<file path="config.mk">
export PLATFORM = sky130hd
export DESIGN_NAME = smfd_datapath
export DESIGN_NICKNAME = d
export VERILOG_FILES = /design/src/logic/smfd_alu.v /design/src/logic/smfd_datapath.v
export VERILOG_INCLUDE_DIRS = /design/src /design/src/logic
export SDC_FILE = /design/constraint.sdc
export NUM_CORES = 1
export LEC_CHECK = 0
export BUFFER_PORTS_ARGS = -buffer_cell sky130_fd_sc_hd__buf_2
export CAP_MARGIN = 20
export CORE_MARGIN = 2
export CORE_UTILIZATION = 45
export CTS_BUF_LIST = sky130_fd_sc_hd__clkbuf_2 sky130_fd_sc_hd__clkbuf_4 sky130_fd_sc_hd__clkbuf_8
export CTS_CLUSTER_SIZE = 25
export DETAILED_ROUTE_END_ITERATION = 7
export PLACE_DENSITY_LB_ADDON = 0.3
export SYNTH_ARGS = -nofsm -noshare
export SYNTH_HDL_FRONTEND = slang
export SYNTH_SLANG_ARGS = --single-unit
export TNS_END_PERCENT = 100
</file>
<file path="constraint.sdc">
create_clock -name core_clk -period 0.8 [get_ports core_clk]
set_input_delay 0.08 -clock core_clk [delete_from_list [all_inputs] [get_ports core_clk]]
set_output_delay 0.08 -clock core_clk [all_outputs]
set_load 0.05 [all_outputs]
</file>
<file path="src/logic/smfd_defines.vh">
// constants for the shift and move datapath slice
`ifndef SMFD_DEFINES_VH
`define SMFD_DEFINES_VH
// operation codes on op_sel
`define SMFD_OP_NONE 2'h0
`define SMFD_OP_SHL 2'h1
`define SMFD_OP_SHR 2'h2
`define SMFD_OP_MOV 2'h3
// destination bit values
`define SMFD_DEST_ACC 1'h0
`define SMFD_DEST_FILE 1'h1
// widths and reset values
`define SMFD_DATA_W 8
`define SMFD_ADDR_W 7
`define SMFD_ACC_RST 8'h00
`define SMFD_FLAG_RST 1'h0
`define SMFD_WE_RST 1'h0
`define SMFD_WADDR_RST 7'h00
`define SMFD_WDATA_RST 8'h00
// bit positions
`define SMFD_MSB 7
`define SMFD_LSB 0
`endif

</file>
<file path="src/logic/smfd_alu.v">
// combinational shift and move unit
`timescale 1ns/100ps
`default_nettype none
`include "smfd_defines.vh"
module smfd_alu (
    // operation
    input wire [1:0] op_sel,
    input wire [7:0] src,
    // results
    output reg [7:0] result,
    output reg carry_out,
    output reg carry_we,
    output wire zero_out
);
    always @* begin
        result = src;
        carry_out = 1'h0;
        carry_we = 1'h0;
        case (op_sel)
            `SMFD_OP_SHL: begin
                result = {src[6:0], 1'h0};
                carry_out = src[`SMFD_MSB];
                carry_we = 1'h1;
            end
            `SMFD_OP_SHR: begin
                result = {1'h0, src[7:1]};
                carry_out = src[`SMFD_LSB];
                carry_we = 1'h1;
            end
            `SMFD_OP_MOV: begin
                result = src;
            end
            default: begin
                result = src;
            end
        endcase
    end
    assign zero_out = (result == 8'h00);
endmodule // smfd_alu
`default_nettype wire

</file>
<file path="src/logic/smfd_datapath.v">
// shift and move file-register datapath slice

`timescale 1ns/100ps
`default_nettype none
`include "smfd_defines.vh"

module smfd_datapath #(
    parameter DATA_W = `SMFD_DATA_W
) (
    // clock and reset
    input wire core_clk,
    input wire sys_rst,
    // instruction
    input wire op_valid,
    input wire [1:0] op_sel,
    input wire dest_sel,
    input wire [6:0] file_addr,
    // file register read data
    input wire [7:0] file_rdata,
    // file register write back
    output reg file_we,
    output reg [6:0] file_waddr,
    output reg [7:0] file_wdata,
    // accumulator and status
    output reg [7:0] acc,
    output reg carry_flag,
    output reg zero_flag
);

    // ****************************************
    // local constants
    // ****************************************
    // the alu is fixed at eight bits, so DATA_W must stay at its default
    localparam ADDR_W = `SMFD_ADDR_W;

    // ****************************************
    // decode helpers
    // ****************************************
    // idle code or low valid must leave every register alone except file_we, which drops to 0
    function op_taken;
        input valid;
        input [1:0] op;
        begin
            op_taken = valid && (op != `SMFD_OP_NONE);
        end
    endfunction

    // both write-back targets share one decode so they can never both fire
    function dest_matches;
        input valid;
        input [1:0] op;
        input dest;
        input want;
        begin
            dest_matches = op_taken(valid, op) && (dest == want);
        end
    endfunction

    // ****************************************
    // execution unit
    // ****************************************
    wire [DATA_W-1:0] result;
    wire carry_out;
    wire carry_we;
    wire zero_out;

    smfd_alu u_alu (
        .op_sel(op_sel),
        .src(file_rdata),
        .result(result),
        .carry_out(carry_out),
        .carry_we(carry_we),
        .zero_out(zero_out)
    );

    // ****************************************
    // load enables
    // ****************************************
    wire active;
    wire load_file;
    wire load_acc;
    wire load_carry;

    assign active = op_taken(op_valid, op_sel);
    assign load_file = dest_matches(op_valid, op_sel, dest_sel, `SMFD_DEST_FILE);
    assign load_acc = dest_matches(op_valid, op_sel, dest_sel, `SMFD_DEST_ACC);
    // move leaves the carry as it was
    assign load_carry = active && carry_we;

    // ****************************************
    // next state
    // ****************************************
    reg next_file_we;
    reg [ADDR_W-1:0] next_file_waddr;
    reg [DATA_W-1:0] next_file_wdata;
    reg next_carry;
    reg next_zero;
    wire [DATA_W-1:0] next_acc;

    // write data follows every taken op; only file_we says it lands
    always @* begin
        next_file_we = load_file;
        next_file_waddr = file_waddr;
        next_file_wdata = file_wdata;
        if (active) begin
            next_file_waddr = file_addr;
            next_file_wdata = result;
        end
    end

    // ****************************************
    // flag updates
    // ****************************************
    always @* begin
        next_carry = carry_flag;
        if (load_carry) begin
            next_carry = carry_out;
        end
    end

    // every taken op, move included, refreshes the zero flag
    always @* begin
        next_zero = zero_flag;
        if (active) begin
            next_zero = zero_out;
        end
    end

    // ****************************************
    // accumulator slices
    // ****************************************
    // one identical slice per bit, selected by the destination decode
    genvar bit_idx;
    generate
        for (bit_idx = 0; bit_idx < DATA_W; bit_idx = bit_idx + 1) begin : g_acc_bit
            assign next_acc[bit_idx] = load_acc ? result[bit_idx] : acc[bit_idx];
        end
    endgenerate

    // ****************************************
    // write strobe
    // ****************************************
    // one-cycle pulse; no forwarding, so the store must not read it back early
    always @(posedge core_clk or posedge sys_rst) begin
        if (sys_rst) begin
            file_we <= `SMFD_WE_RST;
        end else begin
            file_we <= next_file_we;
        end
    end

    // ****************************************
    // write address
    // ****************************************
    // holds until the next taken op
    always @(posedge core_clk or posedge sys_rst) begin
        if (sys_rst) begin
            file_waddr <= `SMFD_WADDR_RST;
        end else begin
            file_waddr <= next_file_waddr;
        end
    end

    // ****************************************
    // write data
    // ****************************************
    always @(posedge core_clk or posedge sys_rst) begin
        if (sys_rst) begin
            file_wdata <= `SMFD_WDATA_RST;
        end else begin
            file_wdata <= next_file_wdata;
        end
    end

    // ****************************************
    // accumulator
    // ****************************************
    // loaded only when the destination bit picks it
    always @(posedge core_clk or posedge sys_rst) begin
        if (sys_rst) begin
            acc <= `SMFD_ACC_RST;
        end else begin
            acc <= next_acc;
        end
    end

    // ****************************************
    // carry flag
    // ****************************************
    // only shifts reach here, see load_carry
    always @(posedge core_clk or posedge sys_rst) begin
        if (sys_rst) begin
            carry_flag <= `SMFD_FLAG_RST;
        end else begin
            carry_flag <= next_carry;
        end
    end

    // ****************************************
    // zero flag
    // ****************************************
    // reads clear after reset until the first taken op
    always @(posedge core_clk or posedge sys_rst) begin
        if (sys_rst) begin
            zero_flag <= `SMFD_FLAG_RST;
        end else begin
            zero_flag <= next_zero;
        end
    end

endmodule // smfd_datapath
`default_nettype wire

</file>
==> out/metrics.yaml, run 1 <==
run_status:
  status: "complete, but fails checks"
  violations: "setup timing"
die:
  die_h_um: 55.3
  num_rows: 18
  initial_utilization_pct: 47.8
  die_area_mm2: 0.00306
  fp.coreArea_mm2: 0.00248
  die_w_um: 55.3
  io_pins: 47
routing:
  first_pass_iters: 4
  via_per_inst: 5.63
  route.detailed.drc: 0
  drt_wl_total_um: 4650
  drtIter0Drc: 60
  wl_per_cell_um: 19.6
  ant_nets: 0
  vias: 1334
placed_design:
  dpl_worst_slack_ps: -641
  place.gp.congestion: 0.771
  dp.cells: 207
  hpwl_um: 2260
  port_buffers: 46
critical_path:
  worstSetupEndpointType: "primary output"
  start_kind: "register"
  worstPathCellList: "buf_6"
  cp_num_buf_inv: 1
  crit_slowest_cell: "dfrtp_2"
  crit_required_ps: 720
  crit_family: "flip-flops"
  cp_slowest_stage_delay_ps: 460
  cp.arrival_ps: 950
  path_class: "register to primary output"
  worst-path-max-fanout: 2
power_and_ir_drop:
  p_leak_uw: 0.00111
  power_uw: 4630
  p_per_area_mw_per_mm2: 1990
  vdd.ir_drop.worst_uv: 1600
global_route:
  grtUsageTotal_pct: 24.4
  grt_max_degree: 27
  grt_pass1_vias: 1245
  antenna_found_initial: 0
  grt_pass1_wl_um: 5730
  grt.overflow.total: 0
logic_synthesis:
  ys_seq_area_share_pct: 54.9
  syn-mean-instance-area_um2: 9.87
  synth_warnings: 0
  ys_seq_elements: 26
  yosys.cell_types.count: 20
  synth_area_mm2: 0.00118
  syn_nets: 144
  synthCells: 120
clock_tree:
  htree_levels: 1
  clockRootBuffer: "clkbuf_4"
  insertion_delay_ps: 320
  cts_max_path_buffers: 2
  cts_tree: "built"
  cts.sink_count: 26
  path_clk_slew_ps: 150
  numCtsBuffers: 3
min_path:
  worstHoldPathType: "primary input to register"
timing:
  maxSlewViolCount: 0
  holdWs_ps: 105
  slew_headroom_pct: 78.3
  setup_slack_ps: -235
  fin_skew_ps: 0
  tightest_slew_ps: 325
  setup_viol: 44
  finalHoldViolCount: 0
  fmax_mhz: 966
  grt_setup_unrepaired: "yes"
  fin_crit_ps: 1030
  post-route-period-util_pct: 129
finish:
  fin_nets: 232
  finalNonFillerCells: 237
  final_core_util_pct: 93.6
  antenna_cells: 0
  final_cell_mix: "buf_6, nand2_1, buf_4"
  drive_gt1_share_pct: 64.7
  fillers: 75
  areaGrowthSynthToFinish_pct: 95.8
  final_common_cell: "buf_6"
run:
  max_cap_violations: 0
metal layers:
| layer | routed length (um) | up-vias | GRT usage (%) | part of all wire (%) |
|---|---|---|---|---|
| met5 | 0 | - | 0 | 0 |
| met4 | 219 | 0 | 14.3 | 4.7 |
| met3 | 267 | 20 | 1.64 | 5.7 |
| met2 | 2440 | 77 | 45.6 | 53 |
| met1 | 1720 | 656 | 26.6 | 37 |
| li1 | - | 581 | - | - |
report_power, final:
part | leakage (uW) | internal (uW) | switching [uW] | total (uW)
sequential | 0.000319 | 1510 | 159 | 1670
combinational | 0.000772 | 997 | 1320 | 2320
clock | 0.0000184 | 230 | 407 | 637
total | 0.00111 | 2740 | 1890 | 4630
synthesized netlist by cell type, drive strengths merged:
cell | number | area (um2)
nand2 | 39 | 146
dfrtp | 26 | 651
o21ai | 16 | 80.1
a22o | 6 | 52.6
mux2i | 6 | 63.8
buf | 4 | 38.8
a31oi | 3 | 18.8
clkbuf | 3 | 11.3
ha | 3 | 37.5
inv | 3 | 11.3
nor2b | 3 | 18.8
nand2b | 2 | 12.5
a21oi | 1 | 5.00
a22oi | 1 | 7.51
and2 | 1 | 6.26
nand3 | 1 | 5.00
nand4 | 1 | 6.26
o31ai | 1 | 12.5
cell type report:
| class | instances | area (um2) | share of cell area [%] |
|---|---|---|---|
| clock buffers | 4 | 30.0 | 1.29 |
| inverters | 3 | 28.8 | 1.24 |
| multi-input cells | 84 | 713 | 30.7 |
| flip-flops and latches | 26 | 662 | 28.5 |
| well taps | 30 | 37.5 | 1.62 |
| repair buffers | 90 | 848 | 36.6 |
flip-flops by register name, indices dropped and copies added (netlist names):
| register | count |
|---|---|
| acc | 8 |
| zero_flag | 1 |
| file_waddr | 7 |
| file_we | 1 |
| file_wdata | 8 |
| carry_flag | 1 |
metrics by stage:
step | TNS (ps) | cell area (um2)
floorplan | -2390 | 1320
global placement | -9590 | 1650
detailed placement | -11060 | 1650
CTS | -5220 | 2150
global route | -7080 | 2320
finish | -6230 | 2320
what timing repair did:
| item | CTS | global route |
|---|---|---|
| hold buffers | 9 | 0 |
| resized for setup | 90 | 30 |
| setup buffers | 12 | 11 |
| pin swaps | 5 | 7 |
| endpoints found under the setup margin | 43 | 45 |
| endpoints found under the hold margin | 34 | 0 |
cells by family after synthesis:
family / share of synthesized area, %
simple gates: 16.5
compound gates: 14.9
flops: 54.9
buf+inv: 5.17
mux: 5.39
fa+ha+maj: 3.17
path summary, 6_finish.rpt:
kind	from	cells past startpoint	to	slack [ps]
hold reg to reg	file_waddr[2]	2	file_waddr[2]	530
max in group asynchronous	sys_rst	4	file_wdata[0]	270
hold / removal	file_rdata[5]	4	zero_flag	110
setup reg to reg	carry_flag	4	carry_flag	-180
setup / recovery	file_waddr[4]	1	file_waddr[4]	-230
min in group asynchronous	sys_rst	4	file_waddr[3]	360
Note: power is estimated with default switching activity, not from simulation.
==> run 2, diff against run 1 <==
- CORE_UTILIZATION: 45 -> 49
- clock period: 0.8 -> 1 ns (I/O delays scaled with it)
==> out/metrics.yaml, run 2 (synthesis results as in run 1) <==
run_status:
  status: "complete, but fails checks"
  violations: "setup timing"
placed_design:
  place.gp.congestion: 0.772
  hpwl_um: 2110
  place_area_mm2: 0.00162
  dpl_worst_slack_ps: -420
  port_buffers: 46
min_path:
  worstHoldPathType: "primary input to register"
clock_tree:
  cts_max_path_buffers: 2
  cts.sink_count: 26
  numCtsBuffers: 3
  clockRootBuffer: "clkbuf_4"
  htree_levels: 1
  insertion_delay_ps: 320
  path_clk_slew_ps: 140
  cts_tree: "built"
die:
  initial_utilization_pct: 52.6
  fp.coreArea_mm2: 0.00225
  num_rows: 17
  die_w_um: 53.2
  die_h_um: 53.2
  io_pins: 47
  die_area_mm2: 0.00283
power_and_ir_drop:
  sequentialPowerShare_pct: 38.6
  clkPwrFrac_pct: 13.1
  switching_share_pct: 41.1
  p_per_area_mw_per_mm2: 1670
  p_int_uw: 2020
  p_comb_share_pct: 48.3
  power.switching_uw: 1410
  p_leak_uw: 0.00105
  vdd.ir_drop.worst_uv: 1170
critical_path:
  worst-path-max-fanout: 6
  cp.arrival_ps: 1380
  path_class: "primary input to register"
  start_kind: "primary input"
  worstSetupEndpointType: "register"
  crit_required_ps: 1240
timing:
  maxSlewViolCount: 0
  grt_setup_unrepaired: "yes"
  setup_slack_ps: -143
  slew_headroom_pct: 78.3
  post-route-period-util_pct: 114
  fmax_mhz: 875
  setup_viol: 23
  holdWs_ps: 127
  tightest_slew_ps: 325
  fin_crit_ps: 1140
  fin_skew_ps: 0
  finalHoldViolCount: 0
global_route:
  use_met3_pct: 2.54
  busiest_layer: "met2"
  grtUsageMet2_pct: 53.8
  grt_max_degree: 27
  grtUsageTotal_pct: 28.5
  grt_pass1_wl_um: 5660
  antenna_found_initial: 0
  grt.overflow.total: 0
  grt_util_met1_pct: 32.8
  grt_pass1_vias: 1209
routing:
  vias: 1335
  wl_per_cell_um: 19.4
  first_pass_iters: 4
  drtIter0Drc: 61
  via_per_inst: 5.63
  route.detailed.drc: 0
  ant_nets: 0
  drt_wl_total_um: 4590
run:
  max_cap_violations: 0
finish:
  fin_area_mm2: 0.00205
  final_core_util_pct: 91.0
  antenna_cells: 0
  drive_gt1_share_pct: 46.9
  areaGrowthSynthToFinish_pct: 73.2
  final_common_cell: "nand2_1"
  largestRegisters: "acc (8), file_wdata (8), file_waddr (7)"
  final_cell_mix: "nand2_1, buf_4, dfrtp_1, buf_6, buf_2"
  fin_nets: 235
## run 2: critical path, stage by stage
cell and delay [ps]:
buf_2 120, inv_2 60, ha_4 270, buf_12 130, mux2i_1 280, nand2_1 140, o31ai_2 280
## run 2: routing by layer
layer	vias to the layer above	routed length, um
li1	583	-
met1	639	1600
met2	100	2480
met3	13	384
met4	0	129
met5	-	0
## run 2: power by group through the flow
stage	clock network (uW)	registers [uW]	logic, uW
final	448	1320	1650
after global routing	481	1330	1720
after CTS	440	1300	1470
after detailed placement	0	1290	1180
after global placement	0	1280	1150
after floorplan	0	1820	276
## run 2: what timing repair did
item                                    CTS  global route
hold buffers                              9             0
pin swaps                                 1             1
gates resized for setup                  56             5
endpoints found under the hold margin    34             0
endpoints found under the setup margin   27            30
setup buffers                             8             8
cloned                                    0             0
## run 2: final timing paths
path	to	start	cells after the start	slack (ps)
setup reg to reg	acc[5]	acc[5]	4	90
hold reg to reg	file_waddr[0]	file_waddr[0]	2	520
setup / recovery	zero_flag	op_sel[0]	7	-140
hold / removal	carry_flag	file_rdata[0]	3	130
min in group asynchronous	acc[2]	sys_rst	4	380
max in group asynchronous	file_wdata[7]	sys_rst	4	380
## run 2: layout make-up
type	instances	area (um2)
inverters	3	23.8
multi-input cells	84	524
fillers	81	203
repair buffers	93	796
flip-flops and latches	26	651
clock buffers	3	22.5
well taps	28	35.0
## run 2: stage by stage
stage                     power (uW)  setup TNS, ps  std cells
after floorplan                 2090           -179        120
after global placement          2430          -4650        209
after detailed placement        2470          -5910        209
after CTS                       3210          -25.9        229
after global routing            3540          -1400        237
final                           3420           -439        237
==> run 3, diff against run 2 <==
- CORE_UTILIZATION: 49 -> 53
- clock period: 1 -> 1.4 ns (I/O delays scaled with it)
==> out/metrics.yaml, run 3 (synthesis results as in run 1) <==
placed_design:
  port_buffers: 46
  dp.cells: 202
  place.gp.congestion: 0.754
  hpwl_um: 1990
die:
  die_h_um: 51.3
  die_area_mm2: 0.00263
  io_pins: 47
  die_w_um: 51.3
  initial_utilization_pct: 54.6
  num_rows: 17
  fp.coreArea_mm2: 0.00217
timing:
  fin_skew_ps: 0
  fmax_mhz: 828
  maxSlewViolCount: 0
  fin_crit_ps: 1210
  setup_viol: 0
  slew_headroom_pct: 66.8
  finalHoldViolCount: 0
  tightest_slew_ps: 497
  post-route-period-util_pct: 86.3
  grt_setup_unrepaired: "no"
critical_path:
  path_class: "primary input to register"
  worstSetupEndpointType: "register"
  worstPathCellList: "buf_2 > inv_1 > buf_4 > ha_1 > a22o_1 > mux2i_1 > nand4_1 > o31ai_2"
  crit_required_ps: 1640
  cp_slowest_stage_delay_ps: 260
  start_kind: "primary input"
  rrSetupSlack_ps: 680
  worst-path-max-fanout: 8
  cp.arrival_ps: 1450
  crit_slowest_cell: "ha_1"
power_and_ir_drop:
  p_leak_uw: 0.000875
  vdd.ir_drop.worst_uv: 720
  power_uw: 2080
  p_per_area_mw_per_mm2: 1310
run_status:
  status: "finished clean"
routing:
  drt_wl_total_um: 2580
  first_pass_iters: 2
  wl_per_cell_um: 12.3
  ant_nets: 0
  vias: 1059
  route.detailed.drc: 0
  via_per_inst: 5.04
  drtIter0Drc: 5
finish:
  final_core_util_pct: 73.4
  areaGrowthSynthToFinish_pct: 34.3
  final_cell_mix: "buf_2, nand2_1, dfrtp_1"
  largestRegisters: "acc (8), file_wdata (8), file_waddr (7)"
  multi_input_area_um2: 475
  drive_gt1_share_pct: 37.4
  fillers: 180
  antenna_cells: 0
  finalNonFillerCells: 210
  fin_nets: 207
  final_common_cell: "buf_2"
  regArea_um2: 651
clock_tree:
  htree_levels: 1
  clockRootBuffer: "clkbuf_4"
  cts_max_path_buffers: 2
  insertion_delay_ps: 310
  post_cts_buffers: 0
  numCtsBuffers: 3
  cts_tree: "built"
  cts.sink_count: 26
  path_clk_slew_ps: 140
global_route:
  antenna_found_initial: 0
  grt_pass1_vias: 925
  grt.overflow.total: 0
  use_met3_pct: 2.63
  grtUsageTotal_pct: 21.8
  grt_pass1_wl_um: 4220
  busiest_layer: "met2"
  grt_max_degree: 27
  grt_util_met1_pct: 29.3
  grtUsageMet2_pct: 35.1
run:
  max_cap_violations: 0
min_path:
  worstHoldPathType: "primary input to register"
-- run 3: stage by stage --
stage | setup slack [ps] | cell area (um2) | setup TNS [ps] | hold slack [ps]
final | 192 | 1590 | 0 | 6.62
after detailed placement | -241 | 1510 | -2350 | 212
after global routing | 80.5 | 1590 | 0 | 1.63
after floorplan | 140 | 1180 | 0 | 180
after CTS | 120 | 1580 | 0 | 1.10
after global placement | -141 | 1510 | -835 | 199
-- run 3: routing by layer --
layer | wire, um | share of wire [%] | vias up
met4 | 36 | 1.4 | 0
li1 | - | - | 527
met3 | 109 | 4.2 | 6
met2 | 1270 | 49 | 30
met1 | 1170 | 45 | 496
met5 | 0 | 0 | -
-- run 3: path summary, 6_finish.rpt --
kind / from / endpoint / depth (start not counted)
worst max-delay path: op_sel[1] / zero_flag / 8
worst min-delay path: file_addr[3] / file_waddr[3] / 3
worst max register to register: acc[4] / acc[4] / 2
worst min register to register: file_waddr[3] / file_waddr[3] / 2
max in group asynchronous: sys_rst / carry_flag / 4
min in group asynchronous: sys_rst / file_waddr[0] / 4
-- run 3: final cells by class --
| cell class | count | area share, % |
|---|---|---|
| Clock buffer | 4 | 2.28 |
| Inverter | 3 | 0.708 |
| Multi-Input combinational cell | 84 | 29.9 |
| Sequential cell | 26 | 40.9 |
| Tap cell | 28 | 2.20 |
| Timing Repair Buffer | 65 | 24.1 |
-- run 3: critical path: cells and delay by family --
family / cells / cell delay (ps)
AO/OA/AOI/OAI: 2 / 430
adder cells (fa/ha/maj): 1 / 260
buffers and inverters: 3 / 260
multiplexers: 1 / 210
AND/OR/NAND/NOR: 1 / 150
-- run 3: repair_timing --
action,in CTS,in global routing
gates resized for setup,0,1
endpoints found under the hold margin,28,1
hold buffers,3,1
endpoints found under the setup margin,0,1
-- run 3: where the power goes --
part           total, uW  switching, uW  internal [uW]
clock                373            214            159
combinational        806            584            222
sequential           905           50.3            855
